--- src/include/input_port_params.svh ---
// constants for the four-bit input port with interrupt and debounce
// Operation
// - software reads live pin levels any time
// - mask, edge, debounce and pull inhibit chosen per bit
// - sleep cuts pulls/inputs unless monitor set
// - debounce select picks raw or debounced path
// - accept level stable over two debounce edges
// - debounce worst case 16, 2, 0.25 ms
// - per-pin edge select rising or falling
// - four pins request, each with mask
// - request flags show which pin interrupted
// - masks clear to zero after reset
// - only edges after unmasking are stored
// - edge reselect may raise an immediate request
// - pull only with one option, inhibit clear
// - pins 0 and 1 feed always-debounced tests
// - test one pin0, two pin1, three buffer empty
// - pins 0 and 3 clock the event counter
// - counter clock uses same debounce/edge bits
// - mask 0 blocks storing; edge 0 rising
// - write one clears a request flag
// - debounce clock: tap 256 or alternate tap
`ifndef INPUT_PORT_PARAMS_SVH
`define INPUT_PORT_PARAMS_SVH
`define PORT_WIDTH          4
`define OFS_PIN_LEVEL       8'h00
`define OFS_IRQ_MASK        8'h04
`define OFS_IRQ_REQUEST     8'h08
`define OFS_EDGE_SELECT     8'h0C
`define OFS_DEBOUNCE_SELECT 8'h10
`define OFS_PULL_INHIBIT    8'h14
`define OFS_DIVIDER_CONTROL 8'h18
`define OFS_SLEEP_CONTROL   8'h1C
`define RST_NIBBLE          4'h0
`define BIT_DEB_CLK_SEL     0
`define BIT_WAKE_MONITOR    0
`define BIT_SLEEP_MODE      1
`define DIV_WIDTH           15
`define TAP_256             7
`define TAP_32              4
`define TAP_4               1
`endif

--- src/include/input_port_pkg.sv ---
// types for the input port block
package input_port_pkg;
	typedef struct packed {
		logic [3:0] mask;
		logic [3:0] edge_sel;
		logic [3:0] deb_sel;
		logic [3:0] pull_inh;
	} port_cfg_s;
	typedef enum logic [1:0] {
		BUS_IDLE = 2'b01,
		BUS_ACK  = 2'b10
	} bus_state_e;
endpackage

--- src/rtl/pin_debounce.sv ---
// debouncer for one synchronised pin
`timescale 1ns/100ps
module pin_debounce (
	input  wire logic clk_i,
	input  wire logic rst_i,
	input  wire logic tick_i,
	input  wire logic level_i,
	output logic      level_o
);
	logic [1:0] stable;
	// =====================================================
	// two ticks of unchanged level before accepting
	always_ff @(posedge clk_i) begin
		if (rst_i) begin
			stable  <= 2'h0;
			level_o <= 1'b0;
		end else if (level_i == level_o) begin
			stable <= 2'h0;
		end else if (tick_i) begin
			if (stable == 2'h1) begin
				level_o <= level_i;
				stable  <= 2'h0;
			end else begin
				stable <= 2'h1;
			end
		end
	end
endmodule

--- src/rtl/input_port_irq_debounce.sv ---
// four-bit input port with per-pin interrupt, debounce and pull control
`timescale 1ns/100ps
`include "input_port_params.svh"
module input_port_irq_debounce
	import input_port_pkg::*;
#(
	parameter bit [1:0] ALT_TAP_4   = 2'h0,
	parameter bit [3:0] PULLUP_FIT  = 4'h0,
	parameter bit [3:0] PULLDN_FIT  = 4'hF
) (
	input  wire logic        clk_i,
	input  wire logic        rst_i,
	input  wire logic        wb_cyc_i,
	input  wire logic        wb_stb_i,
	input  wire logic        wb_we_i,
	input  wire logic [7:0]  wb_adr_i,
	input  wire logic [3:0]  wb_sel_i,
	input  wire logic [31:0] wb_dat_i,
	output logic      [31:0] wb_dat_o,
	output logic             wb_ack_o,
	input  wire logic [3:0]  input_pins_i,
	input  wire logic        write_buffer_empty_i,
	input  wire logic [3:0]  reset_combination_i,
	output logic      [3:0]  pin_irq_request_o,
	output logic             irq_any_o,
	output logic      [3:0]  pullup_on_o,
	output logic      [3:0]  pulldown_on_o,
	output logic      [3:0]  input_buffer_on_o,
	output logic             sleep_wake_o,
	output logic             branch_test_one_o,
	output logic             branch_test_two_o,
	output logic             branch_test_three_o,
	output logic             counter_clk_pin0_o,
	output logic             counter_clk_pin3_o
);
	// =====================================================
	// state
	port_cfg_s              cfg;
	logic [3:0]             input_irq_request;
	logic                   deb_clk_sel;
	logic                   sleep_wake_monitor_enable;
	logic                   sleep_mode;
	bus_state_e             bus_state;
	logic [3:0]             sync1;
	logic [3:0]             sync2;
	logic [3:0]             deb_level;
	logic [3:0]             path_level;
	logic [3:0]             path_prev;
	logic [3:0]             irq_level;
	logic [3:0]             irq_prev;
	logic [3:0]             irq_edge;
	logic [`DIV_WIDTH-1:0]  divider;
	logic [`DIV_WIDTH-1:0]  divider_prev;
	logic                   deb_tap;
	logic                   deb_tap_prev;
	logic                   deb_tick;
	logic                   wb_req;
	logic                   wr_stb;
	logic                   rd_stb;
	logic [3:0]             wr_nib;
	logic [31:0]            next_rdata;
	logic [3:0]             next_request;
	logic [3:0]             clr_request;
	logic [3:0]             sel_post;

	assign wb_req = wb_cyc_i && wb_stb_i && (bus_state == BUS_IDLE);
	assign wr_stb = wb_req && wb_we_i && wb_sel_i[0];
	assign rd_stb = wb_req && !wb_we_i;
	assign wr_nib = wb_dat_i[3:0];

	// =====================================================
	// wishbone slave, one wait cycle then ack
	always_ff @(posedge clk_i) begin
		if (rst_i) begin
			bus_state <= BUS_IDLE;
		end else begin
			case (bus_state)
				BUS_IDLE: begin
					if (wb_req) begin
						bus_state <= BUS_ACK;
					end
				end
				BUS_ACK: begin
					bus_state <= BUS_IDLE;
				end
				default: begin
					bus_state <= BUS_IDLE;
				end
			endcase
		end
	end
	assign wb_ack_o = (bus_state == BUS_ACK);

	always_comb begin
		next_rdata = 32'h0000_0000;
		case (wb_adr_i)
			`OFS_PIN_LEVEL:       next_rdata[3:0] = input_pins_i;
			`OFS_IRQ_MASK:        next_rdata[3:0] = cfg.mask;
			`OFS_IRQ_REQUEST:     next_rdata[3:0] = input_irq_request;
			`OFS_EDGE_SELECT:     next_rdata[3:0] = cfg.edge_sel;
			`OFS_DEBOUNCE_SELECT: next_rdata[3:0] = cfg.deb_sel;
			`OFS_PULL_INHIBIT:    next_rdata[3:0] = cfg.pull_inh;
			`OFS_DIVIDER_CONTROL: next_rdata[`BIT_DEB_CLK_SEL] = deb_clk_sel;
			`OFS_SLEEP_CONTROL: begin
				next_rdata[`BIT_WAKE_MONITOR] = sleep_wake_monitor_enable;
				next_rdata[`BIT_SLEEP_MODE]   = sleep_mode;
			end
			default:              next_rdata = 32'h0000_0000;
		endcase
	end

	// unmapped addresses read zero and ignore writes
	always_ff @(posedge clk_i) begin
		if (rst_i) begin
			wb_dat_o <= 32'h0000_0000;
		end else if (rd_stb) begin
			wb_dat_o <= next_rdata;
		end
	end

	// =====================================================
	// configuration registers, each bit per pin
	always_ff @(posedge clk_i) begin
		if (rst_i) begin
			cfg.mask     <= `RST_NIBBLE;
			cfg.edge_sel <= `RST_NIBBLE;
			cfg.deb_sel  <= `RST_NIBBLE;
			cfg.pull_inh <= `RST_NIBBLE;
		end else if (wr_stb) begin
			case (wb_adr_i)
				`OFS_IRQ_MASK:        cfg.mask     <= wr_nib;
				`OFS_EDGE_SELECT:     cfg.edge_sel <= wr_nib;
				`OFS_DEBOUNCE_SELECT: cfg.deb_sel  <= wr_nib;
				`OFS_PULL_INHIBIT:    cfg.pull_inh <= wr_nib;
				default:              cfg.mask     <= cfg.mask;
			endcase
		end
	end

	always_ff @(posedge clk_i) begin
		if (rst_i) begin
			deb_clk_sel               <= 1'b0;
			sleep_wake_monitor_enable <= 1'b0;
			sleep_mode                <= 1'b0;
		end else if (wr_stb && wb_adr_i == `OFS_DIVIDER_CONTROL) begin
			deb_clk_sel <= wr_nib[`BIT_DEB_CLK_SEL];
		end else if (wr_stb && wb_adr_i == `OFS_SLEEP_CONTROL) begin
			sleep_wake_monitor_enable <= wr_nib[`BIT_WAKE_MONITOR];
			sleep_mode                <= wr_nib[`BIT_SLEEP_MODE];
		end else if (sleep_wake_o) begin
			sleep_mode <= 1'b0;
		end
	end

	// =====================================================
	// prescaler taps for the debounce clock
	always_ff @(posedge clk_i) begin
		if (rst_i) begin
			divider      <= 15'h0000;
			divider_prev <= 15'h0000;
			deb_tap_prev <= 1'b0;
		end else begin
			divider      <= divider + 15'h0001;
			divider_prev <= divider;
			deb_tap_prev <= deb_tap;
		end
	end

	// tap 256 gives 16 ms worst case at 32 kHz, 32 gives 2 ms, 4 gives 0.25 ms
	always_comb begin
		if (!deb_clk_sel) begin
			deb_tap = divider[`TAP_256];
		end else if (ALT_TAP_4 != 2'h0) begin
			deb_tap = divider[`TAP_4];
		end else begin
			deb_tap = divider[`TAP_32];
		end
	end
	assign deb_tick = deb_tap && !deb_tap_prev;

	// =====================================================
	// synchronisers and debouncers
	always_ff @(posedge clk_i) begin
		if (rst_i) begin
			sync1 <= 4'h0;
			sync2 <= 4'h0;
		end else begin
			sync1 <= input_pins_i;
			sync2 <= sync1;
		end
	end

	// one debouncer per pin shared by irq, test and counter paths
	genvar g;
	generate
		for (g = 0; g < `PORT_WIDTH; g++) begin : g_deb
			pin_debounce u_deb (
				.clk_i   (clk_i),
				.rst_i   (rst_i),
				.tick_i  (deb_tick),
				.level_i (sync2[g]),
				.level_o (deb_level[g])
			);
		end
	endgenerate

	// edge 1 inverts, so a rising edge of irq_level is the active edge
	assign path_level = (cfg.deb_sel & sync2) | (~cfg.deb_sel & deb_level);
	assign irq_level  = path_level ^ cfg.edge_sel;

	// =====================================================
	// edge detection and request flags
	always_ff @(posedge clk_i) begin
		if (rst_i) begin
			path_prev <= 4'h0;
			irq_prev  <= 4'h0;
		end else begin
			path_prev <= path_level;
			irq_prev  <= irq_level;
		end
	end

	assign irq_edge    = irq_level & ~irq_prev;
	assign clr_request = (wr_stb && wb_adr_i == `OFS_IRQ_REQUEST) ? wr_nib : 4'h0;
	assign sel_post    = path_prev;

	// set beats clear; a masked pin stores nothing
	always_comb begin
		next_request = (input_irq_request & ~clr_request) | (irq_edge & cfg.mask);
	end

	always_ff @(posedge clk_i) begin
		if (rst_i) begin
			input_irq_request <= `RST_NIBBLE;
		end else begin
			input_irq_request <= next_request;
		end
	end

	always_ff @(posedge clk_i) begin
		if (rst_i) begin
			pin_irq_request_o <= 4'h0;
		end else begin
			pin_irq_request_o <= irq_edge & cfg.mask;
		end
	end
	assign irq_any_o = |input_irq_request;

	// =====================================================
	// pulls, sleep and wake monitor
	always_ff @(posedge clk_i) begin
		if (rst_i) begin
			pullup_on_o       <= 4'h0;
			pulldown_on_o     <= 4'h0;
			input_buffer_on_o <= 4'h0;
			sleep_wake_o      <= 1'b0;
		end else begin
			// both options fitted is illegal and yields no pull
			pullup_on_o   <= PULLUP_FIT & ~PULLDN_FIT & ~cfg.pull_inh
				& {4{!sleep_mode || sleep_wake_monitor_enable}};
			pulldown_on_o <= PULLDN_FIT & ~PULLUP_FIT & ~cfg.pull_inh
				& {4{!sleep_mode || sleep_wake_monitor_enable}};
			input_buffer_on_o <= {4{!sleep_mode || sleep_wake_monitor_enable}};
			// raw pins so wake does not wait for a debounce clock
			sleep_wake_o <= sleep_mode && sleep_wake_monitor_enable
				&& (reset_combination_i != 4'h0)
				&& ((sync2 & reset_combination_i) == reset_combination_i);
		end
	end

	// =====================================================
	// branch tests and counter clocks
	always_ff @(posedge clk_i) begin
		if (rst_i) begin
			branch_test_one_o   <= 1'b0;
			branch_test_two_o   <= 1'b0;
			branch_test_three_o <= 1'b0;
			counter_clk_pin0_o  <= 1'b0;
			counter_clk_pin3_o  <= 1'b0;
		end else begin
			branch_test_one_o   <= deb_level[0];
			branch_test_two_o   <= deb_level[1];
			branch_test_three_o <= write_buffer_empty_i;
			// debounced path is safer for counting, software picks it
			counter_clk_pin0_o  <= irq_level[0];
			counter_clk_pin3_o  <= irq_level[3];
		end
	end
endmodule

--- config.mk ---
export PLATFORM = sky130hd
export DESIGN_NAME = input_port_irq_debounce
export DESIGN_NICKNAME = d
export VERILOG_FILES = /design/src/include/input_port_pkg.sv /design/src/rtl/pin_debounce.sv /design/src/rtl/input_port_irq_debounce.sv
export VERILOG_INCLUDE_DIRS = /design/src /design/src/include
export SDC_FILE = /design/constraint.sdc
export NUM_CORES = 1
export LEC_CHECK = 0
export ABC_AREA = 1
export BUFFER_PORTS_ARGS = -buffer_cell sky130_fd_sc_hd__buf_2
export CAP_MARGIN = 20
export CORE_MARGIN = 3
export CORE_UTILIZATION = 49
export DETAILED_ROUTE_END_ITERATION = 10
export GPL_TIMING_DRIVEN = 1
export PLACE_DENSITY = 0.8
export SLEW_MARGIN = 5
export SYNTH_ARGS = -nofsm -noshare
export SYNTH_HDL_FRONTEND = slang
export SYNTH_SLANG_ARGS = --single-unit
--- constraint.sdc ---
create_clock -name clk_i -period 1.35 [get_ports clk_i]
set_input_delay 0.135 -clock clk_i [delete_from_list [all_inputs] [get_ports clk_i]]
set_output_delay 0.135 -clock clk_i [all_outputs]
set_load 0.05 [all_outputs]
* Word level (Yosys, flattened, before mapping)
Cells that the tools add are included.
** Cells by class
- $add $sub $neg :: 1
- Bitwise gates (word level) :: 20
- Reduce and logical (&&, ||, !) cells :: 35
- Muxes and demuxes :: 11
- Equality and inequality tests :: 18
** Operator list (number)
- 8-bit by 5-bit equality test with 1-bit output, second input constant :: 4
- 4-bit bitwise AND :: 7
- 8-bit by 4-bit equality test with 1-bit output, second input constant :: 2
- 4-bit inverter :: 4
- 15-bit by 1-bit adder with 15-bit output, second input constant :: 1
- 1-bit logical AND :: 12
- 2-bit case mux with 6 select lines :: 1
- 2-bit AND reduction :: 6
- 3-bit AND reduction :: 4
- 2-bit by 1-bit equality test with 1-bit output, second input constant :: 5
- 2-bit OR reduction :: 5
- 8-bit by 3-bit equality test with 1-bit output, second input constant :: 1
- 8-bit zero test :: 1
- 4-bit OR :: 2
- 1-bit case mux with 8 select lines :: 1
- 1-bit two-way mux :: 7
- 1-bit case mux with 7 select lines :: 1
- 1-bit inverter :: 6
- 1-bit equality test :: 4
- 4-bit equality test :: 1
- 4-bit two-way mux :: 1
- 4-bit nonzero test :: 1
- 4-bit OR reduction :: 1
- 4-bit XOR :: 1
- 4 further kinds :: 6
** Word-level totals
- Word-level logic and storage cells :: 117
- Output and inout port bits :: 56
- Bits in registers :: 84

* Longest topological paths before layout
- Word-level depth :: 9
- Gate-level depth with buffers :: 11

* Modules after synthesis
From an unflattened synthesis, not the netlist that was laid out.
** Unflattened totals
- Cell total of the unflattened synthesis :: 473
- Area, all modules :: 3314.4 um^2
** By module, submodules not included
- input_port_irq_debounce :: sequential area each 1261.2 um^2, times used 1, area an instance 2899.0 um^2, cells each 401
- pin_debounce :: sequential area each 40.0 um^2, times used 4, area an instance 103.8 um^2, cells each 18

* Worst setup path after synthesis
Ideal clock, no wire load.
- Path kind :: reg-to-reg
- From :: register bus_state[1]
- To :: register input_irq_request[0]
- Arrival time :: 1080 ps
- Stages on the path, launching flop included :: 8
- Slack :: 137 ps
- Required time :: 1218 ps
- Period minus slack after synthesis :: 1213 ps
- Path through :: dfxtp_1 -> inv_1 -> nand4_4 -> nor2_4 -> buf_4 -> nand2_1 -> o21ai_0 -> a21oi_1
** On the way
- Word-level cells in the longest chain between the ends :: 9
** RTL lines
- from (decl) :: RTL line input_port_irq_debounce.sv:43 : bus_state_e bus_state;
- from (signal assigned) :: RTL line input_port_irq_debounce.sv:75 : bus_state <= BUS_IDLE;
- from (signal assigned) :: RTL line input_port_irq_debounce.sv:80 : bus_state <= BUS_ACK;
- from (signal assigned) :: RTL line input_port_irq_debounce.sv:84 : bus_state <= BUS_IDLE;
- 2-bit by 1-bit equality test with 1-bit output :: RTL line input_port_irq_debounce.sv:66 : assign wb_req = wb_cyc_i && wb_stb_i && (bus_state == BUS_IDLE);
- 1-bit logical AND :: RTL line input_port_irq_debounce.sv:66
- 1-bit logical AND (2 in series) :: RTL line input_port_irq_debounce.sv:67 : assign wr_stb = wb_req && wb_we_i && wb_sel_i[0];
- 1-bit logical AND (no line)
- 4-bit two-way mux :: RTL line input_port_irq_debounce.sv:224 : assign clr_request = (wr_stb && wb_adr_i == `OFS_IRQ_REQUEST) ? wr_nib : 4'h0;
- 4-bit inverter :: RTL line input_port_irq_debounce.sv:229 : next_request = (input_irq_request & ~clr_request) | (irq_edge & cfg.mask);
- 4-bit bitwise AND :: RTL line input_port_irq_debounce.sv:229
- 4-bit OR :: RTL line input_port_irq_debounce.sv:229
- to (signal assigned) :: RTL line input_port_irq_debounce.sv:234 : input_irq_request <= `RST_NIBBLE;
- to (signal assigned) :: RTL line input_port_irq_debounce.sv:236 : input_irq_request <= next_request;
- to (decl) :: RTL line input_port_irq_debounce.sv:39 : logic [3:0] input_irq_request;
No other way between the ends.
A chain may end at the register's enable or synchronous reset.

* Worst setup path in the final report
- From :: register input_irq_request[1]
- To :: output irq_any_o
** On the way
- Word-level cells in the longest chain between the ends :: 1
** RTL lines
- 4-bit OR reduction :: RTL line input_port_irq_debounce.sv:247 : assign irq_any_o = |input_irq_request;
- to (decl) :: RTL line input_port_irq_debounce.sv:25 : output logic irq_any_o,
No other way between the ends.

==> out/results.tsv <==
metric	value	unit
outcome	finished with violations	
violations	setup timing	
hpwlAfterDp	5.122	mm
clock_skew	11.49	ps
dp.cells	548	
setup_tns	-151.3	ps
netlist_top_cells_area	dfxtp_1 45%, buf_4 8.5%, nor2_1 8.2%	
syn_area_per_cell	7.419	µm²
p_per_area	1122	nW/µm²
final_util	61.33	%
fin_crit_sh	111.2	%
finalHoldViolCount	0	
rows	28	
worstPathRequired	1220	ps
path_clk_slew	70	ps
slew_viol_final	0	
antenna_found_initial	0	
ant_nets	0	
place.gp.congestion	0.8575	
first_pass_iters	7	
vias_per_cell	5.033	
p_comb_share	12.2	%
p_int	2.986	mW
synth_top_area_cell	dfxtp_1	
period_needed	1501	ps
dieWidth	86.41	µm
swShare	28.82	%
path_max_fanout	2	
fp.coreArea	6096	µm²
min_path_type	primary input to flop	
sequentialPowerShare	51.1	%
drv_cap	0	
cts_sinks	71	
diodes	0	
multiInputGateArea	1445	µm²
routedWlPerCell	12.37	µm
async_reset_ff_share	0	%
layout-drive-gt1-share	24.34	%
nets	548	
rsz0062_at_grt	true	
portBuffers	50	
grt-ovfl-total	0	
area_growth	18.01	%
synth_ff_type	dfxtp_1	
endpoint_kind	output port	
ys_seq_area_share	44.87	%
start_kind	flop	
dpl-instance-area	3405	µm²
die-area	7466	µm²
largest_register	cfg	
drt_iter0_markers	231	
cts_made_buffers	9	
setup_viol	1	
track_usage	18.94	%
largest_reg_flops	16	
seq_area	1430	µm²
cts.htree.levels	3	
top_regs	cfg (16), divider (8)	
synth_top_area_share	44.87	%
fill_cells	557	
drt_wl_total	7.024	mm
grt_pass1_wl	11.09	mm
slowest_stage	or4_4	
initial_core_util	51.97	%
p_leak	1.690	nW
yosysUniqueCellTypes	29	
total_power	4.195	mW
fp.dieH	86.41	µm
p_switching	1.209	mW
grt_pass1_vias	2533	
syn-instance-count	427	
io_pins	114	
whs	11.77	ps
cts_tree	done	
syn_area	3168	µm²
worst_ep_arrival_time	1370	ps
final_cell_area	3739	µm²
synth-edff-count	0	
num_vias	2859	
clock_latency	340	ps
fmax	666.1	MHz
clockBufferDepth	2	
peakVddDrop	612.5	µV
cts-root-buf	clkbuf_8	
grt_max_degree	45	
yosysWarnings	0	
crit_chain	or4_4 -> buf_8	
clkPwrFrac	36.7	%
drc	0	
fin_cells	568	
path_class	flop to output port	
fin_ws	-151.3	ps
cpPeakStageDelay	540	ps
synth.ff_latch_count	71	
dpl_worst_slack	-6.706	ps
## layer usage
| layer | part of all wire, % | track usage (%) |
|---|---|---|
| met5 | 0 | 0 |
| met4 | 2.2 | 9.490 |
| met3 | 8.1 | 5.323 |
| met2 | 48 | 30.60 |
| met1 | 41 | 23.05 |
## power groups by stage
stage / Combinational (mW) / Clock, mW / Sequential (mW)
final: 0.512 / 1.54 / 2.14
after global routing: 0.547 / 1.66 / 2.15
after CTS: 0.500 / 1.56 / 2.14
after detailed placement: 0.494 / 0 / 2.19
after global placement: 0.486 / 0 / 2.19
after floorplan: 0.412 / 0 / 2.24
## cell families after synthesis
group / synth area share, %
and+or+nand+nor: 25.24
DFF: 44.87
xor gates and xnor gates: 1.935
adders and majority gates: 0.3949
buffers and inverters: 15.88
AOI/OAI and AO/OA: 11.57
other: 0.1184
## layout make-up
class,instances,area share (%)
clock buffer,11,4.050
clock inverter,4,0.8367
inverter,55,5.522
multi-input combinational,289,38.65
sequential,71,38.25
tap,75,2.510
timing repair buffer,63,10.17
## synthesized netlist by cell type, drive strengths merged (3+ instances only)
master  number
inv         55
clkbuf       7
nand2       70
o211ai       3
o21ai       29
nor3         6
buf         36
dfxtp       71
nand3       20
a21oi       34
nor2        76
xor2         6
## cells in the final DEF (no fill, tap or decap), types with 3 or more instances in the layout
master	Yosys	final
nor2_1	69	69
dfxtp_1	71	64
nand2_1	67	63
inv_1	53	52
buf_2	0	49
conb_1	1	32
a21oi_1	34	30
o21ai_0	29	19
nand3_1	20	13
clkbuf_8	0	11
buf_4	36	9
nand3_2	0	7
o21ai_1	0	7
dfxtp_2	0	7
nand2_2	3	6
xor2_1	6	6
nor2_4	5	5
a21oi_2	0	4
nor3_1	5	4
inv_2	2	3
o211ai_1	3	3
o21ai_2	0	3
clkinvlp_4	0	3
## final timing paths
kind	cells past startpoint	endpoint	slack, ps	startpoint
setup reg to reg	7	cfg[3]	20	bus_state[1]
hold reg to reg	2	sync2[0]	400	sync1[0]
hold / removal	3	sync1[0]	10	input_pins_i[0]
setup / recovery	2	irq_any_o	-150	input_irq_request[1]
## critical path: cells and delay by family, from the launching register on
kind	cells	cell delay (ps)
DFF	1	320
and+or+nand+nor	1	540
buffers and inverters	1	170
## repair_timing
item / CTS / global route
setup endpoints to repair: 4 / 26
hold buffers: 1 / 0
resized for setup: 11 / 35
buffers inserted: 4 / 0
hold endpoints to repair: 1 / 0
pin swaps: 2 / 10
(Power assumes the default switching activity.)
